## src/common/emif_regs.svh

```systemverilog
`ifndef EMIF_REGS_SVH
`define EMIF_REGS_SVH

// register byte offsets on the APB side
`define EMIF_OFS_ECC_RESULT_CURRENT      8'h00
`define EMIF_OFS_ECC_RESULT_HISTORY1      8'h04
`define EMIF_OFS_ECC_RESULT_HISTORY2      8'h08
`define EMIF_OFS_ECC_RESULT_HISTORY3      8'h0C
`define EMIF_OFS_ECC_CONTROL    8'h10
`define EMIF_OFS_ECC_STATUS     8'h14
`define EMIF_OFS_FLASH_SELECT_CONTROL     8'h18
`define EMIF_OFS_FLASH_READY_STATUS      8'h1C
`define EMIF_OFS_CARD_WAIT_STATES    8'h20
`define EMIF_OFS_FMWAIT    8'h24
`define EMIF_OFS_LCDWAIT   8'h28
`define EMIF_OFS_INTERFACE_SYSTEM_CONTROL    8'h2C

// ecc control fields
`define EMIF_ECC_ERST      0
`define EMIF_ECC_X16       2
`define EMIF_ECC_DIR       3
`define EMIF_ECC_EPD       4
`define EMIF_ECC_ADDRL_LO  4'h4
`define EMIF_ECC_ADDRH_LO  4'h8
`define EMIF_ECC_REGION_LO 4'hC
`define EMIF_ECC_CONTROL_RST    14'h0000

// flash control / status and system control fields
`define EMIF_FM_HOLD       0
`define EMIF_FM_SEL        1
`define EMIF_FLASH_READY_STATUS_RDY      0
`define EMIF_FLASH_READY_STATUS_WP       1
`define EMIF_SYS_WRP       0

// wait state fields
`define EMIF_W_RWCS_LO     0
`define EMIF_W_RWPW_LO     5
`define EMIF_W_RDY         11
`define EMIF_W_CSRW_LO     12
`define EMIF_WAIT_RST      16'h0000

// internal address map (byte addresses)
`define EMIF_CF_BASE       24'h020000
`define EMIF_CF_END        24'h021000
`define EMIF_FM_BASE       24'h021000
`define EMIF_FM_END        24'h021200
`define EMIF_LCD_BASE      24'h022000
`define EMIF_LCD_END       24'h022200
`define EMIF_LCD_ALIAS     24'h028000
`define EMIF_OFS_CMD       9'h002
`define EMIF_OFS_ADR       9'h004
`define EMIF_OFS_DISPLAY_REG_SELECT     9'h002

// ecc block length in bytes minus one
`define EMIF_ECC_LAST      9'h1FF

`endif

```

## src/common/emif_pkg.sv

```systemverilog
package emif_pkg;

   typedef enum logic [1:0] {
      EMIF_REG_CF,
      EMIF_REG_FLASH,
      EMIF_REG_LCD,
      EMIF_REG_FILE
   } emif_region_t;

   typedef enum logic [2:0] {
      EMIF_IDLE,
      EMIF_SETUP,
      EMIF_STROBE,
      EMIF_HOLD,
      EMIF_DONE
   } emif_state_t;

endpackage : emif_pkg

```

## src/verilog/emif_top.sv

```systemverilog
`timescale 1ns/1ps
`include "emif_regs.svh"

module emif_top (
   // clock and reset
   input  wire logic        clk,
   input  wire logic        rst_n,
   // apb slave
   input  wire logic        psel,
   input  wire logic        penable,
   input  wire logic        pwrite,
   input  wire logic [7:0]  paddr,
   input  wire logic [31:0] pwdata,
   output logic      [31:0] prdata,
   output logic             pready,
   output logic             pslverr,
   // internal access port
   input  wire logic        acc_req,
   input  wire logic        acc_write,
   input  wire logic [23:0] acc_addr,
   input  wire logic [15:0] acc_wdata,
   output logic             acc_ack,
   output logic      [15:0] acc_rdata,
   // shared external pins
   output logic      [13:0] ext_addr,
   output logic      [15:0] ext_wdata,
   input  wire logic [15:0] ext_rdata,
   output logic             wr_n,
   output logic             rd_n,
   output logic       [1:0] dout_valid,
   output logic             mux_sel,
   // selects
   output logic             card_select_n,
   output logic             display_select_n,
   output logic             nand_select0_n,
   output logic             nand_select1_n,
   output logic             display_reg_select,
   // nand control
   output logic             flash_wr_n,
   output logic             flash_rd_n,
   output logic             nand_cle,
   output logic             nand_ale,
   output logic             flash_wp_n,
   input  wire logic        flash_rdy
);

   // one nand byte folded into a 24-bit column/line parity accumulator
   function automatic logic [23:0] ecc_step(input logic [23:0] acc,
                                            input logic [7:0]  b,
                                            input logic [8:0]  idx);
      logic [23:0] r;
      r = acc;
      r[0] = acc[0] ^ b[0] ^ b[2] ^ b[4] ^ b[6];
      r[1] = acc[1] ^ b[1] ^ b[3] ^ b[5] ^ b[7];
      r[2] = acc[2] ^ b[0] ^ b[1] ^ b[4] ^ b[5];
      r[3] = acc[3] ^ b[2] ^ b[3] ^ b[6] ^ b[7];
      r[4] = acc[4] ^ b[0] ^ b[1] ^ b[2] ^ b[3];
      r[5] = acc[5] ^ b[4] ^ b[5] ^ b[6] ^ b[7];
      if (^b) begin
         for (int i = 0; i < 9; i++) begin
            r[6 + 2 * i]     = acc[6 + 2 * i] ^ ~idx[i];
            r[6 + 2 * i + 1] = acc[6 + 2 * i + 1] ^ idx[i];
         end
      end
      return r;
   endfunction : ecc_step

   // zero in a wait field means one cycle
   function automatic logic [5:0] at_least_one(input logic [5:0] v);
      return (v == 6'h00) ? 6'h01 : v;
   endfunction : at_least_one

   // registers
   logic [23:0] ecc_hist_reg [4];
   logic [13:0] ecc_ctl_reg;
   logic        ecc_clr_reg;
   logic  [1:0] fm_ctl_reg;
   logic        fm_wp_reg;
   logic        fm_rdy_reg;
   logic [15:0] wait_reg [3];
   logic        wrp_reg;

   // transfer state
   emif_pkg::emif_state_t  state_reg;
   emif_pkg::emif_state_t  state_next;
   emif_pkg::emif_region_t rgn_reg;
   logic  [5:0] cnt_reg;
   logic  [5:0] cnt_next;
   logic        wr_reg;
   logic [23:0] addr_reg;
   logic [15:0] wdata_reg;

   // pin synchronisers
   logic  [2:0] rdy_sync_reg;
   logic [15:0] rd_s1_reg;
   logic [15:0] rd_s2_reg;
   logic [15:0] rd_s3_reg;

   // ecc engine
   logic [23:0] ecc_acc_reg;
   logic  [8:0] ecc_idx_reg;

   emif_pkg::emif_region_t req_rgn;
   logic        req_mapped;
   logic [15:0] cur_wait;
   logic        apb_wr;
   logic        apb_rd_setup;
   logic  [8:0] rgn_ofs;

   // address decode of a new request
   always_comb begin
      req_rgn    = emif_pkg::EMIF_REG_FILE;
      req_mapped = 1'b1;
      if (acc_addr >= `EMIF_CF_BASE && acc_addr < `EMIF_CF_END) begin
         req_rgn = emif_pkg::EMIF_REG_CF;
      end else if (acc_addr >= `EMIF_FM_BASE && acc_addr < `EMIF_FM_END) begin
         req_rgn = emif_pkg::EMIF_REG_FLASH;
      end else if ((acc_addr >= `EMIF_LCD_BASE && acc_addr < `EMIF_LCD_END) ||
                   acc_addr >= `EMIF_LCD_ALIAS) begin
         req_rgn = emif_pkg::EMIF_REG_LCD;
      end else begin
         req_mapped = 1'b0;
      end
   end

   always_comb begin
      case (rgn_reg)
         emif_pkg::EMIF_REG_CF:    cur_wait = wait_reg[0];
         emif_pkg::EMIF_REG_FLASH: cur_wait = wait_reg[1];
         default:                  cur_wait = wait_reg[2];
      endcase
   end

   // a request taken at this edge drives its own pins, not the previous one's
   emif_pkg::emif_region_t cyc_rgn;
   logic        cyc_wr;
   logic [23:0] cyc_addr;
   logic [15:0] cyc_wdata;
   assign cyc_rgn   = (state_reg == emif_pkg::EMIF_IDLE) ? req_rgn : rgn_reg;
   assign cyc_wr    = (state_reg == emif_pkg::EMIF_IDLE) ? acc_write : wr_reg;
   assign cyc_addr  = (state_reg == emif_pkg::EMIF_IDLE) ? acc_addr : addr_reg;
   assign cyc_wdata = (state_reg == emif_pkg::EMIF_IDLE) ? acc_wdata : wdata_reg;
   assign rgn_ofs   = cyc_addr[8:0];

   // ready pin: a change counts once stages two and three agree
   always_ff @(posedge clk or negedge rst_n) begin
      if (!rst_n) begin
         rdy_sync_reg <= 3'h0;
         fm_rdy_reg   <= 1'b0;
      end else begin
         rdy_sync_reg <= {rdy_sync_reg[1:0], flash_rdy};
         if (rdy_sync_reg[1] == rdy_sync_reg[2]) begin
            fm_rdy_reg <= rdy_sync_reg[2];
         end
      end
   end

   // read data pins, three stages like every pin input
   always_ff @(posedge clk or negedge rst_n) begin
      if (!rst_n) begin
         rd_s1_reg <= 16'h0000;
         rd_s2_reg <= 16'h0000;
         rd_s3_reg <= 16'h0000;
      end else begin
         rd_s1_reg <= ext_rdata;
         rd_s2_reg <= rd_s1_reg;
         rd_s3_reg <= rd_s2_reg;
      end
   end

   // access sequencer: cs lead, strobe width, cs trail from the wait register
   always_comb begin
      state_next = state_reg;
      cnt_next   = cnt_reg;
      case (state_reg)
         emif_pkg::EMIF_IDLE: begin
            if (acc_req && req_mapped) begin
               state_next = emif_pkg::EMIF_SETUP;
               cnt_next   = 6'h01;
            end
         end
         emif_pkg::EMIF_SETUP: begin
            if (cur_wait[`EMIF_W_RDY] ||
                cnt_reg >= at_least_one({2'b00, cur_wait[`EMIF_W_CSRW_LO +: 4]})) begin
               state_next = emif_pkg::EMIF_STROBE;
               cnt_next   = 6'h01;
            end else begin
               cnt_next = cnt_reg + 6'h01;
            end
         end
         emif_pkg::EMIF_STROBE: begin
            // in handshake mode the counts are ignored and ready ends the strobe
            if (cur_wait[`EMIF_W_RDY] ? fm_rdy_reg :
                cnt_reg >= at_least_one(cur_wait[`EMIF_W_RWPW_LO +: 6])) begin
               state_next = emif_pkg::EMIF_HOLD;
               cnt_next   = 6'h01;
            end else begin
               cnt_next = cnt_reg + 6'h01;
            end
         end
         emif_pkg::EMIF_HOLD: begin
            if (cur_wait[`EMIF_W_RDY] ||
                cnt_reg >= at_least_one({1'b0, cur_wait[`EMIF_W_RWCS_LO +: 5]})) begin
               state_next = emif_pkg::EMIF_DONE;
            end else begin
               cnt_next = cnt_reg + 6'h01;
            end
         end
         emif_pkg::EMIF_DONE: begin
            state_next = emif_pkg::EMIF_IDLE;
         end
         default: begin
            state_next = emif_pkg::EMIF_IDLE;
         end
      endcase
   end

   always_ff @(posedge clk or negedge rst_n) begin
      if (!rst_n) begin
         state_reg <= emif_pkg::EMIF_IDLE;
         cnt_reg   <= 6'h00;
         rgn_reg   <= emif_pkg::EMIF_REG_CF;
         wr_reg    <= 1'b0;
         addr_reg  <= 24'h000000;
         wdata_reg <= 16'h0000;
      end else begin
         state_reg <= state_next;
         cnt_reg   <= cnt_next;
         if (state_reg == emif_pkg::EMIF_IDLE && acc_req && req_mapped) begin
            rgn_reg   <= req_rgn;
            wr_reg    <= acc_write;
            addr_reg  <= acc_addr;
            wdata_reg <= acc_wdata;
         end
      end
   end

   // answer to the internal master; unmapped requests are acked at once
   always_ff @(posedge clk or negedge rst_n) begin
      if (!rst_n) begin
         acc_ack   <= 1'b0;
         acc_rdata <= 16'h0000;
      end else begin
         acc_ack <= (state_next == emif_pkg::EMIF_DONE) ||
                    (state_reg == emif_pkg::EMIF_IDLE && acc_req && !req_mapped && !acc_ack);
         if (state_reg == emif_pkg::EMIF_STROBE && state_next == emif_pkg::EMIF_HOLD &&
             !wr_reg) begin
            acc_rdata <= rd_s3_reg;
         end
      end
   end

   // pin drivers, every one straight from a flop
   logic in_cycle;
   logic in_strobe;
   logic is_flash;
   assign in_cycle  = state_next == emif_pkg::EMIF_SETUP || state_next == emif_pkg::EMIF_STROBE ||
                      state_next == emif_pkg::EMIF_HOLD;
   assign in_strobe = state_next == emif_pkg::EMIF_STROBE;
   assign is_flash  = cyc_rgn == emif_pkg::EMIF_REG_FLASH;

   always_ff @(posedge clk or negedge rst_n) begin
      if (!rst_n) begin
         card_select_n    <= 1'b1;
         display_select_n <= 1'b1;
         nand_select0_n   <= 1'b1;
         nand_select1_n   <= 1'b1;
      end else begin
         card_select_n    <= !(in_cycle && cyc_rgn == emif_pkg::EMIF_REG_CF);
         display_select_n <= !(in_cycle && cyc_rgn == emif_pkg::EMIF_REG_LCD);
         // hold keeps the selected nand chip enabled between accesses
         nand_select0_n   <= !(((in_cycle && is_flash) || fm_ctl_reg[`EMIF_FM_HOLD]) &&
                               !fm_ctl_reg[`EMIF_FM_SEL]);
         nand_select1_n   <= !(((in_cycle && is_flash) || fm_ctl_reg[`EMIF_FM_HOLD]) &&
                               fm_ctl_reg[`EMIF_FM_SEL]);
      end
   end

   always_ff @(posedge clk or negedge rst_n) begin
      if (!rst_n) begin
         wr_n       <= 1'b1;
         rd_n       <= 1'b1;
         flash_wr_n <= 1'b1;
         flash_rd_n <= 1'b1;
      end else begin
         // cf with wrp set gets an active-high write strobe
         if (in_cycle && cyc_rgn == emif_pkg::EMIF_REG_CF && wrp_reg) begin
            wr_n <= in_strobe && wr_reg;
         end else begin
            wr_n <= !(in_strobe && wr_reg && !is_flash);
         end
         rd_n       <= !(in_strobe && !wr_reg);
         flash_wr_n <= !(in_strobe && wr_reg && is_flash);
         flash_rd_n <= !(in_strobe && !wr_reg && is_flash);
      end
   end

   always_ff @(posedge clk or negedge rst_n) begin
      if (!rst_n) begin
         nand_cle           <= 1'b0;
         nand_ale           <= 1'b0;
         display_reg_select <= 1'b0;
         dout_valid         <= 2'b00;
         mux_sel            <= 1'b0;
         ext_addr           <= 14'h0000;
         ext_wdata          <= 16'h0000;
         flash_wp_n         <= 1'b0;
      end else begin
         nand_cle <= in_cycle && cyc_wr && is_flash && rgn_ofs == `EMIF_OFS_CMD;
         nand_ale <= in_cycle && cyc_wr && is_flash && rgn_ofs == `EMIF_OFS_ADR;
         display_reg_select <= in_cycle && cyc_rgn == emif_pkg::EMIF_REG_LCD &&
                               (rgn_ofs == `EMIF_OFS_DISPLAY_REG_SELECT ||
                                cyc_addr >= `EMIF_LCD_ALIAS);
         dout_valid <= {2{in_cycle && cyc_wr}};
         mux_sel    <= in_cycle;
         // address and data keep their last value outside a cycle
         if (in_cycle) begin
            ext_addr  <= cyc_addr[13:0];
            ext_wdata <= cyc_wdata;
         end
         flash_wp_n <= fm_wp_reg;
      end
   end

   // ecc engine: counts bytes of matching accesses, closes a block at 512
   logic        ecc_hit;
   logic        ecc_x8;
   logic [23:0] ecc_new;
   logic  [8:0] ecc_idx_next;
   logic        ecc_block_done;
   emif_pkg::emif_region_t ecc_rgn;
   assign ecc_rgn = emif_pkg::emif_region_t'(ecc_ctl_reg[`EMIF_ECC_REGION_LO +: 2]);
   assign ecc_x8  = ecc_ctl_reg[`EMIF_ECC_X16];
   assign ecc_hit = state_reg == emif_pkg::EMIF_DONE && !ecc_ctl_reg[`EMIF_ECC_EPD] &&
                    rgn_reg == ecc_rgn && (wr_reg != ecc_ctl_reg[`EMIF_ECC_DIR]) &&
                    addr_reg[11:8] >= ecc_ctl_reg[`EMIF_ECC_ADDRL_LO +: 4] &&
                    addr_reg[11:8] <= ecc_ctl_reg[`EMIF_ECC_ADDRH_LO +: 4];

   always_comb begin
      logic [15:0] d;
      d = wr_reg ? wdata_reg : acc_rdata;
      ecc_new = ecc_step(ecc_acc_reg, d[7:0], ecc_idx_reg);
      ecc_idx_next = ecc_idx_reg + 9'h001;
      if (!ecc_x8) begin
         ecc_new      = ecc_step(ecc_new, d[15:8], ecc_idx_reg + 9'h001);
         ecc_idx_next = ecc_idx_reg + 9'h002;
      end
      ecc_block_done = ecc_x8 ? (ecc_idx_reg == `EMIF_ECC_LAST) :
                                (ecc_idx_reg == `EMIF_ECC_LAST - 9'h001);
   end

   always_ff @(posedge clk or negedge rst_n) begin
      if (!rst_n) begin
         ecc_acc_reg <= 24'h000000;
         ecc_idx_reg <= 9'h000;
         for (int i = 0; i < 4; i++) begin
            ecc_hist_reg[i] <= 24'h000000;
         end
      end else if (ecc_clr_reg) begin
         ecc_acc_reg <= 24'h000000;
         ecc_idx_reg <= 9'h000;
         for (int i = 0; i < 4; i++) begin
            ecc_hist_reg[i] <= 24'h000000;
         end
      end else if (ecc_hit) begin
         ecc_idx_reg <= ecc_idx_next;
         if (ecc_block_done) begin
            ecc_acc_reg     <= 24'h000000;
            ecc_hist_reg[3] <= ecc_hist_reg[2];
            ecc_hist_reg[2] <= ecc_hist_reg[1];
            ecc_hist_reg[1] <= ecc_hist_reg[0];
            ecc_hist_reg[0] <= ecc_new;
         end else begin
            ecc_acc_reg <= ecc_new;
         end
      end
   end

   // apb: one-cycle access phase, pready raised from the setup cycle
   assign apb_rd_setup = psel && !penable;
   assign apb_wr       = psel && penable && pready && pwrite;

   function automatic logic mapped(input logic [7:0] a);
      return a[1:0] == 2'b00 && a <= `EMIF_OFS_INTERFACE_SYSTEM_CONTROL;
   endfunction : mapped

   always_ff @(posedge clk or negedge rst_n) begin
      if (!rst_n) begin
         ecc_ctl_reg <= `EMIF_ECC_CONTROL_RST;
         ecc_clr_reg <= 1'b0;
         fm_ctl_reg  <= 2'b00;
         fm_wp_reg   <= 1'b0;
         wrp_reg     <= 1'b0;
         for (int i = 0; i < 3; i++) begin
            wait_reg[i] <= `EMIF_WAIT_RST;
         end
      end else begin
         ecc_clr_reg <= 1'b0;
         if (apb_wr) begin
            case (paddr)
               `EMIF_OFS_ECC_CONTROL: begin
                  ecc_ctl_reg <= pwdata[13:0];
                  ecc_ctl_reg[`EMIF_ECC_ERST] <= 1'b0;
                  ecc_clr_reg <= pwdata[`EMIF_ECC_ERST];
               end
               `EMIF_OFS_FLASH_SELECT_CONTROL:   fm_ctl_reg  <= pwdata[1:0];
               `EMIF_OFS_FLASH_READY_STATUS:    fm_wp_reg   <= pwdata[`EMIF_FLASH_READY_STATUS_WP];
               `EMIF_OFS_CARD_WAIT_STATES:  wait_reg[0] <= pwdata[15:0];
               `EMIF_OFS_FMWAIT:  wait_reg[1] <= pwdata[15:0];
               `EMIF_OFS_LCDWAIT: wait_reg[2] <= pwdata[15:0];
               `EMIF_OFS_INTERFACE_SYSTEM_CONTROL:  wrp_reg     <= pwdata[`EMIF_SYS_WRP];
               default: begin
               end
            endcase
         end
      end
   end

   always_ff @(posedge clk or negedge rst_n) begin
      if (!rst_n) begin
         prdata  <= 32'h00000000;
         pready  <= 1'b0;
         pslverr <= 1'b0;
      end else begin
         pready  <= apb_rd_setup;
         pslverr <= apb_rd_setup && !mapped(paddr);
         if (apb_rd_setup && !pwrite) begin
            case (paddr)
               `EMIF_OFS_ECC_RESULT_CURRENT:    prdata <= {8'h00, ecc_hist_reg[0]};
               `EMIF_OFS_ECC_RESULT_HISTORY1:    prdata <= {8'h00, ecc_hist_reg[1]};
               `EMIF_OFS_ECC_RESULT_HISTORY2:    prdata <= {8'h00, ecc_hist_reg[2]};
               `EMIF_OFS_ECC_RESULT_HISTORY3:    prdata <= {8'h00, ecc_hist_reg[3]};
               // ready means no block half done and not powered down
               `EMIF_OFS_ECC_STATUS:   prdata <= {31'h00000000, ecc_idx_reg == 9'h000 &&
                                             !ecc_ctl_reg[`EMIF_ECC_EPD]};
               `EMIF_OFS_FLASH_READY_STATUS:    prdata <= {30'h00000000, fm_wp_reg, fm_rdy_reg};
               `EMIF_OFS_CARD_WAIT_STATES:  prdata <= {16'h0000, wait_reg[0]};
               `EMIF_OFS_FMWAIT:  prdata <= {16'h0000, wait_reg[1]};
               `EMIF_OFS_LCDWAIT: prdata <= {16'h0000, wait_reg[2]};
               default:           prdata <= 32'h00000000;
            endcase
         end
      end
   end

endmodule : emif_top
```

## config.mk

```make
export PLATFORM = sky130hd
export DESIGN_NAME = emif_top
export DESIGN_NICKNAME = d
export VERILOG_FILES = /design/src/common/emif_pkg.sv /design/src/verilog/emif_top.sv
export VERILOG_INCLUDE_DIRS = /design/src /design/src/common
export SDC_FILE = /design/constraint.sdc
export NUM_CORES = 1
export LEC_CHECK = 0
export BUFFER_PORTS_ARGS = -buffer_cell sky130_fd_sc_hd__buf_4
export CAP_MARGIN = 40
export CORE_MARGIN = 2
export CORE_UTILIZATION = 53
export DETAILED_ROUTE_END_ITERATION = 10
export GPL_TIMING_DRIVEN = 0
export PLACE_DENSITY = 0.75
export SYNTH_ARGS = -nofsm -noshare
export SYNTH_HDL_FRONTEND = slang
export SYNTH_SLANG_ARGS = --single-unit
```

## constraint.sdc

```tcl
create_clock -name clk -period 4.4 [get_ports clk]
set_clock_uncertainty 0.05 [all_clocks]
set_input_delay 0.22 -clock clk [delete_from_list [all_inputs] [get_ports clk]]
set_output_delay 0.22 -clock clk [all_outputs]
set_load 0.1 [all_outputs]
```

==> run summary, run 1 <==
The run finished with clean final reports. The library cell used most frequently in the layout, excluding fill and tap cells, is sky130_fd_sc_hd__dfrtp_1. The final sum of negative setup slack is 0 ns. The worst setup path is launched from a register. The sink of the worst hold path is wrp_reg$_DFFE_PN0P_. The die is 189 um tall.

The post-synthesis register bit count is between 300 and 400. The clock net in this run drives a total of around 380 sinks. The number of non-filler instances in the completed layout came out at 2473. The mean routed wirelength per cell is 20.7 um.

The clock tree buffer depth came out at 3. The number of global-route vias before repair is about 15k. The number of enable flip-flop cells after synthesis is 0. The pre-antenna-repair detailed-routing pass consisted of 7 iterations. Entering global routing, the biggest net connects between 100 and 150 pins. Dividing the detail-routed via count by the number of cells gives ~6. The first routing iteration left around 1.2k violations. The post-synthesis to final-layout area growth came out at 23.3%. The fraction of final layout cells sized beyond drive strength 1 is 0.204. Final hold analysis gives a worst-case slack of 0.0561 ns. The count of input and output buffers came out at between 150 and 200. The critical path goes through buf_4, buf_6, mux2i_1, nor2_1, a21oi_1, nand4_1, o211ai_1, ha_1, nand2b_1, a21o_1, a21o_1, a21o_1, a211o_1, o221a_2, nor4_4, buf_4, buf_4, mux2_2.

Of the total power, combinational logic draws 0.542. The sum of overflow across all layers after global routing came out at 0. The total count of max-transition violations in the final report came to 0. Summed over all nets, the half-perimeter wirelength after detailed placement is between 30 and 40 mm.

The share of total power in the clock network came out at 0.199. The total chip power came out at ~18 mW. The tightest min-delay check is of the in -> reg type.

Derived from the worst setup path, the maximum achievable clock frequency is approximately 240 MHz. The total vias in the final route is 14.5k. The flip-flop count of the largest register after layout came out at 96. The share of flip-flops with an asynchronous set or reset after synthesis is 1.00. The placed cell count came out at about 2.3k. The initial antenna violation count was 1. The clock-pin transition on the worst setup and hold timing paths is roughly 0.060 ns. The insertion delay of the later-clocked pin in the worst-skew pair is 0.54 ns. The mapped netlist covers about 18000 um^2. The utilization of the core after routing came out at 0.664. The area of placed instances is 20100 um^2. The number of distinct standard cells referenced by the synthesized netlist is between 70 and 80.

The peak supply drop came out at between 1 and 1.5 mV. The number of top-level design ports is 200. The worst hold path was traced through 3 stages. At the worst endpoint, the arrival time is about 4.6 ns. The path depth of the worst reg2reg path came out at 18.

The net switching power of the design is 8.48 mW. In this run, CTS created clock tree buffers numbering 41. The floorplan step set the die width to between 150 and 200 um.

The standard cell core area came out at about 34000 um^2. The final worst slack came out at between 0.2 and 0.25 ns. In the layout the commonest cells are sky130_fd_sc_hd__dfrtp_1, sky130_fd_sc_hd__buf_4, sky130_fd_sc_hd__o21ai_0. The total internal power came out at about 9.4 mW. TritonCTS built the clock tree. Max-cap violations in this run came to 0.

The number of H-tree branching levels is 2. The Yosys warning count is 0. The count of standard-cell rows is 67.

The largest individual stage delay along the critical path comes from the cell sky130_fd_sc_hd__o221a_2. The overall routed net length came out at about 51 mm. The final antenna-violating net count is 0. The headroom to the max-slew limit came out at 0.415. In this run the critical register-to-register path is captured at acc_rdata[1]$_DFFE_PN0P_.

The worst setup path category is reg -> reg. Fill cells in the final layout number ~2.5k. The required time reported for the critical path endpoint is ~4.8 ns.

The final net count came out at about 2.1k. The post-placement worst setup slack came out at -0.792 ns. Setup repair after global routing left no endpoint under its margin. The number of instances in the synthesized netlist is about 1.7k. The final estimated routing congestion in global placement is between 0.9 and 1. The die area is around 36000 um^2. For this configuration, the core starts out at a cell density of 0.539. The largest single stage delay on the critical path is between 0.3 and 0.4 ns. Summed over all cells, the static leakage comes to between 9 and 10 nW.

For the pin with the worst max-slew slack, the measured transition is 0.870 ns. Among all flip-flop cells after synthesis, the most frequent one is sky130_fd_sc_hd__dfrtp_1. The global-route total usage across every layer came out at 0.289. The switching part of the total is 0.475.

The ratio of final minimum period to clock period is 0.954. Of the synthesized area, sequential elements account for 0.531. After routing the design area is between 20000 and 25000 um^2. In this run the mean area of a mapped cell was 10.8 um^2.

The power share of the sequential group is 0.259. For this run, design rule violations remaining after detail routing come to 0. STA classifies the critical path endpoint as a register. The largest fanout of any net on the critical path came out at 13.

CTS placed an instance of sky130_fd_sc_hd__clkbuf_16 at the clock tree root. For this design the ratio of total power to cell area is between 700 and 800 nW/um^2. The clock period minus worst slack came out at approximately 4.2 ns. The start point of the worst hold path is paddr[5].

The first global-routing pass estimated a little over 80 mm of wire. The final setup violation count came out at 0. The number of endpoints with negative hold slack in the final report came out at 0. The startpoint of the lowest-slack register-to-register path is rgn_reg[0]$_DFFE_PN0P_. The worst register-to-register path has a setup slack of just over 0.2 ns.
[power by group through the flow]
stage	registers [mW]	clock network, mW	logic (mW)
after global placement	4.65	0	9.30
after global routing	4.70	3.72	10.4
after detailed placement	4.68	0	9.48
after floorplan	6.53	0	5.31
after CTS	4.62	3.59	9.60
final	4.63	3.55	9.68
[timing repair]
item,CTS,global route
buffers inserted,1,3
endpoints found under the setup margin,64,50
gates resized for setup,6,13
hold buffers,78,0
pin swaps,1,1
hold endpoints to repair,225,0
[cell families (layout without fill, tap and decap cells)]
logic type	count (synthesis)	after routing	synth area share
compound gates	399	399	0.143
other cells	1	9	0.000207
buf+inv	140	474	0.0327
simple gates	474	474	0.128
xor+xnor	84	84	0.0431
flops	384	384	0.531
mux	172	172	0.103
fa+ha+maj	29	29	0.0199
[cells in the mapped netlist (12+ instances only)]
| cell | n | area, um^2 |
|---|---|---|
| sky130_fd_sc_hd__a221oi_1 | 17 | 149 |
| sky130_fd_sc_hd__a21o_1 | 13 | 97.6 |
| sky130_fd_sc_hd__ha_1 | 28 | 350 |
| sky130_fd_sc_hd__nor2_1 | 99 | 372 |
| sky130_fd_sc_hd__clkbuf_1 | 79 | 297 |
| sky130_fd_sc_hd__dfrtp_1 | 376 | 9410 |
| sky130_fd_sc_hd__xnor2_1 | 49 | 429 |
| sky130_fd_sc_hd__a31oi_1 | 36 | 225 |
| sky130_fd_sc_hd__nand2b_1 | 94 | 588 |
| sky130_fd_sc_hd__buf_4 | 13 | 97.6 |
| sky130_fd_sc_hd__nand2_1 | 156 | 586 |
| sky130_fd_sc_hd__xor2_1 | 29 | 254 |
| sky130_fd_sc_hd__mux2_2 | 105 | 1180 |
| sky130_fd_sc_hd__nand3_1 | 52 | 260 |
| sky130_fd_sc_hd__o31ai_1 | 14 | 105 |
| sky130_fd_sc_hd__o21ai_0 | 157 | 786 |
| sky130_fd_sc_hd__inv_1 | 27 | 101 |
| sky130_fd_sc_hd__a21oi_1 | 46 | 230 |
| sky130_fd_sc_hd__mux2i_1 | 57 | 571 |
| sky130_fd_sc_hd__a22oi_1 | 19 | 143 |
| sky130_fd_sc_hd__a222oi_1 | 15 | 150 |
| sky130_fd_sc_hd__a22o_1 | 19 | 166 |
| sky130_fd_sc_hd__nor3_1 | 12 | 60.1 |
[area by class of cell]
| type | count | area (um^2) | share of cell area |
|---|---|---|---|
| diodes | 1 | 2.50 | 0.000112 |
| plain buffers | 109 | 494 | 0.0221 |
| clock buffers | 61 | 1200 | 0.0538 |
| clock inverters | 13 | 176 | 0.00790 |
| inverters | 29 | 109 | 0.00487 |
| multi-input cells | 1166 | 7940 | 0.355 |
| flip-flops and latches | 384 | 9620 | 0.431 |
| well taps | 448 | 561 | 0.0251 |
| repair buffers | 262 | 2230 | 0.0999 |
[worst max path at each step]
stage	from	endpoint
6_report	rgn_reg[0]$_DFFE_PN0P_	acc_rdata[1]$_DFFE_PN0P_
5_1_grt	rgn_reg[0]$_DFFE_PN0P_	ext_wdata[10]$_DFFE_PN0P_
4_1_cts	rgn_reg[1]$_DFFE_PN0P_	acc_rdata[13]$_DFFE_PN0P_
3_5_place_dp	rgn_reg[1]$_DFFE_PN0P_	acc_rdata[13]$_DFFE_PN0P_
3_3_place_gp	rgn_reg[0]$_DFFE_PN0P_	acc_rdata[14]$_DFFE_PN0P_
2_1_floorplan	rgn_reg[0]$_DFFE_PN0P_	acc_rdata[5]$_DFFE_PN0P_
[critical path, delay by kind of cell, from the launching register on]
family | cells | cell delay, ns
AOI/OAI and AO/OA | 7 | 1.59
adders and majority gates | 1 | 0.25
buffers and inverters | 4 | 0.82
DFF | 1 | 0.32
muxes | 2 | 0.53
and+or+nand+nor | 4 | 0.49
[metal layers]
metal / global-route usage / vias to the layer above / share of wire
li1: - / 6585 / -
met1: 0.383 / 7179 / 0.41
met2: 0.470 / 596 / 0.47
met3: 0.0560 / 132 / 0.075
met4: 0.119 / 0 / 0.042
met5: 0 / - / 0
(Power assumes the default switching activity.)
==> run 2: changes to the inputs <==
--- a/config.mk
+++ b/config.mk
@@ -6,11 +6,13 @@
 export SDC_FILE = /design/constraint.sdc
 export NUM_CORES = 1
 export LEC_CHECK = 0
-export BUFFER_PORTS_ARGS = -buffer_cell sky130_fd_sc_hd__buf_4
 export CAP_MARGIN = 40
+export CELL_PAD_IN_SITES_DETAIL_PLACEMENT = 1
+export CELL_PAD_IN_SITES_GLOBAL_PLACEMENT = 1
 export CORE_MARGIN = 2
-export CORE_UTILIZATION = 53
+export CORE_UTILIZATION = 46
 export DETAILED_ROUTE_END_ITERATION = 10
+export DONT_BUFFER_PORTS = 1
 export GPL_TIMING_DRIVEN = 0
 export PLACE_DENSITY = 0.75
 export SYNTH_ARGS = -nofsm -noshare
==> run summary, run 2 (synthesized netlist as in run 1, its figures left out) <==
The fraction of final layout cells sized beyond drive strength 1 came out at 0.166 (-0.0383). The path class of the tightest hold or removal check is in -> async. The area growth from synthesis to layout is 26.7%. The startpoint of the lowest-slack register-to-register path is rgn_reg[1]$_DFFE_PN0P_. The initial core utilization was 0.468 (-0.0712). The buffering stage count on the worst path with inverters included is 4 (unchanged). The endpoint type of the worst setup path is a register. The leakage power of the design is 9.70 nW (about the same).

The clock period minus worst slack came out at 4.25 ns (+0.0500 ns). The clock-pin transition on the worst setup and hold timing paths was 0.07 ns (about the same). The critical path startpoint category is a register. The number of endpoints with negative hold slack in the final report is 384 (+384). The endpoint identified for the worst register-to-register timing path is acc_rdata[9]$_DFFE_PN0P_. The power per unit of standard cell area came to 872 nW/um^2 (+9.0%).

The delay of the slowest critical-path stage came to 0.46 ns (+0.10 ns). The total vias in the final route is 15.1k (+4.0%). The worst path arrival time was 4.67 ns (+0.10 ns). The number of top-level design ports came out at 200 (unchanged). The largest net degree at the start of global routing is 385 (+210%).

For this design, the slowest cell found on the critical path is sky130_fd_sc_hd__dfrtp_2. The post-detailed-route via-to-cell ratio came out at 6.15 (+5.0%). The number of filler cells placed in the layout came out at 3980 (+59%). The number of maximum-capacitance constraint violations came out at 0 (unchanged). The required time reported for the critical path endpoint came out at 4.83 ns (+0.06 ns). The mean routed wirelength per cell is 27.7 um (+34%). The maximum operating frequency came to 236 MHz (-1.2%).

The detailed placement HPWL is 42.0 mm (+18%). The die area came out at 41000 um^2 (+15%). The insertion delay of the later-clocked pin in the worst-skew pair is 0.61 ns (+0.07 ns). The initial antenna violation count is 8 (+7). The count of input and output buffers was 0 (-100%). The headroom to the max-slew limit came to 0.0534 (-0.362). The clock tree root driver cell is sky130_fd_sc_hd__clkbuf_16. The number of global-route vias before repair came to 16.2k (+11%). Among cell families on the critical path, the largest total delay comes from compound AO/OA/AOI/OAI gates.

The global-route total usage across every layer is 0.317 (+0.0277). The final setup violation count is 0 (unchanged). The number of H-tree branching levels came to 2 (unchanged).

The total chip power came out at 20.0 mW (+12%). The number of CTS-inserted buffers came to 44 (+7.3%). By instance count, the cell type seen most on the critical path is sky130_fd_sc_hd__a21o_1. Setup repair after global routing left no endpoint under its margin. The vertical die dimension is 202 um (+7.2%).

The total count of max-transition violations in the final report came out at 0 (unchanged). Walking the worst path, the cells encountered are clkbuf_4, clkbuf_4, nor2_1, a21oi_2, nand4_1, o211ai_1, ha_1, nand2b_1, a21o_1, a21o_1, a21o_1, a211o_1, o221a_2, nor4_4, buf_4, buf_6, mux2_2. The slew at the pin with the worst max-slew slack was 1.42 ns (+0.549 ns). The ratio of final minimum period to clock period is 0.965 (+0.0114).

The placed cell count is 2266 (-2.2%). The peak supply drop is 0.640 mV (-36%). The horizontal die dimension came out at 202 um (+7.2%). The worst setup path category is reg -> reg.

TritonCTS built the clock tree. The flow ran to the end, but the final reports show violations. The violation count after the first detailed-routing iteration is 1097 (-5.3%). The overall routed net length came to 67.8 mm (+33%).

The sum of overflow across all layers after global routing is 0 (unchanged). The DRC violation count after routing is 0 (unchanged). The CTS sink count came out at 384 (unchanged). The first-pass GRT wire length came out at 99.2 mm (+22%). The length of the first detailed-routing pass in iterations came out at 6 (-1). The largest fanout of any net on the critical path is 10 (-3).

The final net count was 2024 (-4.8%). The number of non-filler instances in the completed layout is 2449 (-0.97%). The standard cell core area is 38700 um^2 (+15%).

The path depth of the worst reg2reg path is 17 (-1). The leading cell type in the layout, fill and taps excluded is sky130_fd_sc_hd__dfrtp_1. The flip-flop count of the largest register after layout came out at 96 (unchanged). The final antenna-violating net count is 0 (unchanged). The setup slack of the worst register-to-register path was 0.15 ns (-0.05 ns). The clock tree buffer depth is 3 (unchanged).

The number of hold buffers added after CTS is 82 (+5.1%). The count of standard-cell rows is 72 (+7.5%). The final reports fail on hold timing. The final estimated routing congestion in global placement was 0.899 (-1.8%). The worst hold slack is -0.712 ns (-0.769 ns). In the layout the commonest cells are sky130_fd_sc_hd__dfrtp_1, sky130_fd_sc_hd__nand2_1, sky130_fd_sc_hd__o21ai_0.
[run 2: cell types whose count changed in the layout (fill, tap and decap cells not counted), sizes merged]
cell	previous run	this run
buf	215	107
bufinv	4	1
clkbuf	139	140
clkinv	7	14
clkinvlp	0	2
diode	1	6
dlygate4sd3	78	82
inv	31	29
[run 2: layout make-up]
| class | instances | area (um^2) | share of cell area |
|---|---|---|---|
| clock inverters | 17 | 176 | 0.00769 |
| well taps | 518 | 648 | 0.0282 |
| diodes | 6 | 15.0 | 0.000654 |
| clock buffers | 62 | 1280 | 0.0558 |
| plain buffers | 109 | 508 | 0.0221 |
| flip-flops and latches | 384 | 9620 | 0.419 |
| inverters | 29 | 109 | 0.00474 |
| multi-input cells | 1166 | 7950 | 0.346 |
| repair buffers | 158 | 2640 | 0.115 |
[run 2: through the flow]
| step | utilization | TNS (ns) | cell area (um^2) | worst slack [ns] | hold slack (ns) |
|---|---|---|---|---|---|
| 3_5_place_dp | 0.524 | -33.73 | 20300 | -0.871 | -0.110 |
| 4_1_cts | 0.585 | 0 | 22600 | 0.0304 | -0.731 |
| 3_3_place_gp | 0.485 | -32.69 | 18800 | -0.795 | -0.110 |
| 2_1_floorplan | - | 0 | 18100 | 0.263 | -0.126 |
| 6_report | 0.592 | 0 | 22900 | 0.154 | -0.712 |
| 5_1_grt | 0.592 | 0 | 22900 | 0.00563 | -0.735 |
[run 2: repair_timing]
item                                    CTS  global route
gates resized for setup                  12            21
hold endpoints to repair                544           384
setup buffers                             4             6
pin swaps                                 1             0
endpoints found under the setup margin   65            51
[run 2: worst max path at each step]
stage,start,end,slack [ns],cells past startpoint
finish,rgn_reg[1]$_DFFE_PN0P_,acc_rdata[9]$_DFFE_PN0P_,0.15,17
global route,rgn_reg[1]$_DFFE_PN0P_,acc_rdata[9]$_DFFE_PN0P_,0.006,17
CTS,rgn_reg[1]$_DFFE_PN0P_,ext_wdata[2]$_DFFE_PN0P_,0.03,16
detailed placement,rgn_reg[1]$_DFFE_PN0P_,acc_rdata[9]$_DFFE_PN0P_,-0.87,17
global placement,rgn_reg[0]$_DFFE_PN0P_,acc_rdata[5]$_DFFE_PN0P_,-0.79,17
floorplan,rgn_reg[0]$_DFFE_PN0P_,acc_rdata[5]$_DFFE_PN0P_,0.26,17
[run 2: metal layers]
layer / track usage / up-vias / share of wire
met5: 0 / - / 0.00018
met4: 0.151 / 2 / 0.054
met3: 0.0551 / 199 / 0.061
met2: 0.549 / 622 / 0.50
met1: 0.384 / 7848 / 0.38
li1: - / 6397 / -
[run 2: power by group]
| part | switching (mW) | total [mW] | internal (mW) |
|---|---|---|---|
| combinational | 6.98 | 11.0 | 4.00 |
| sequential | 1.15 | 5.25 | 4.10 |
| clock | 1.67 | 3.78 | 2.11 |
| total | 9.79 | 20.0 | 10.2 |
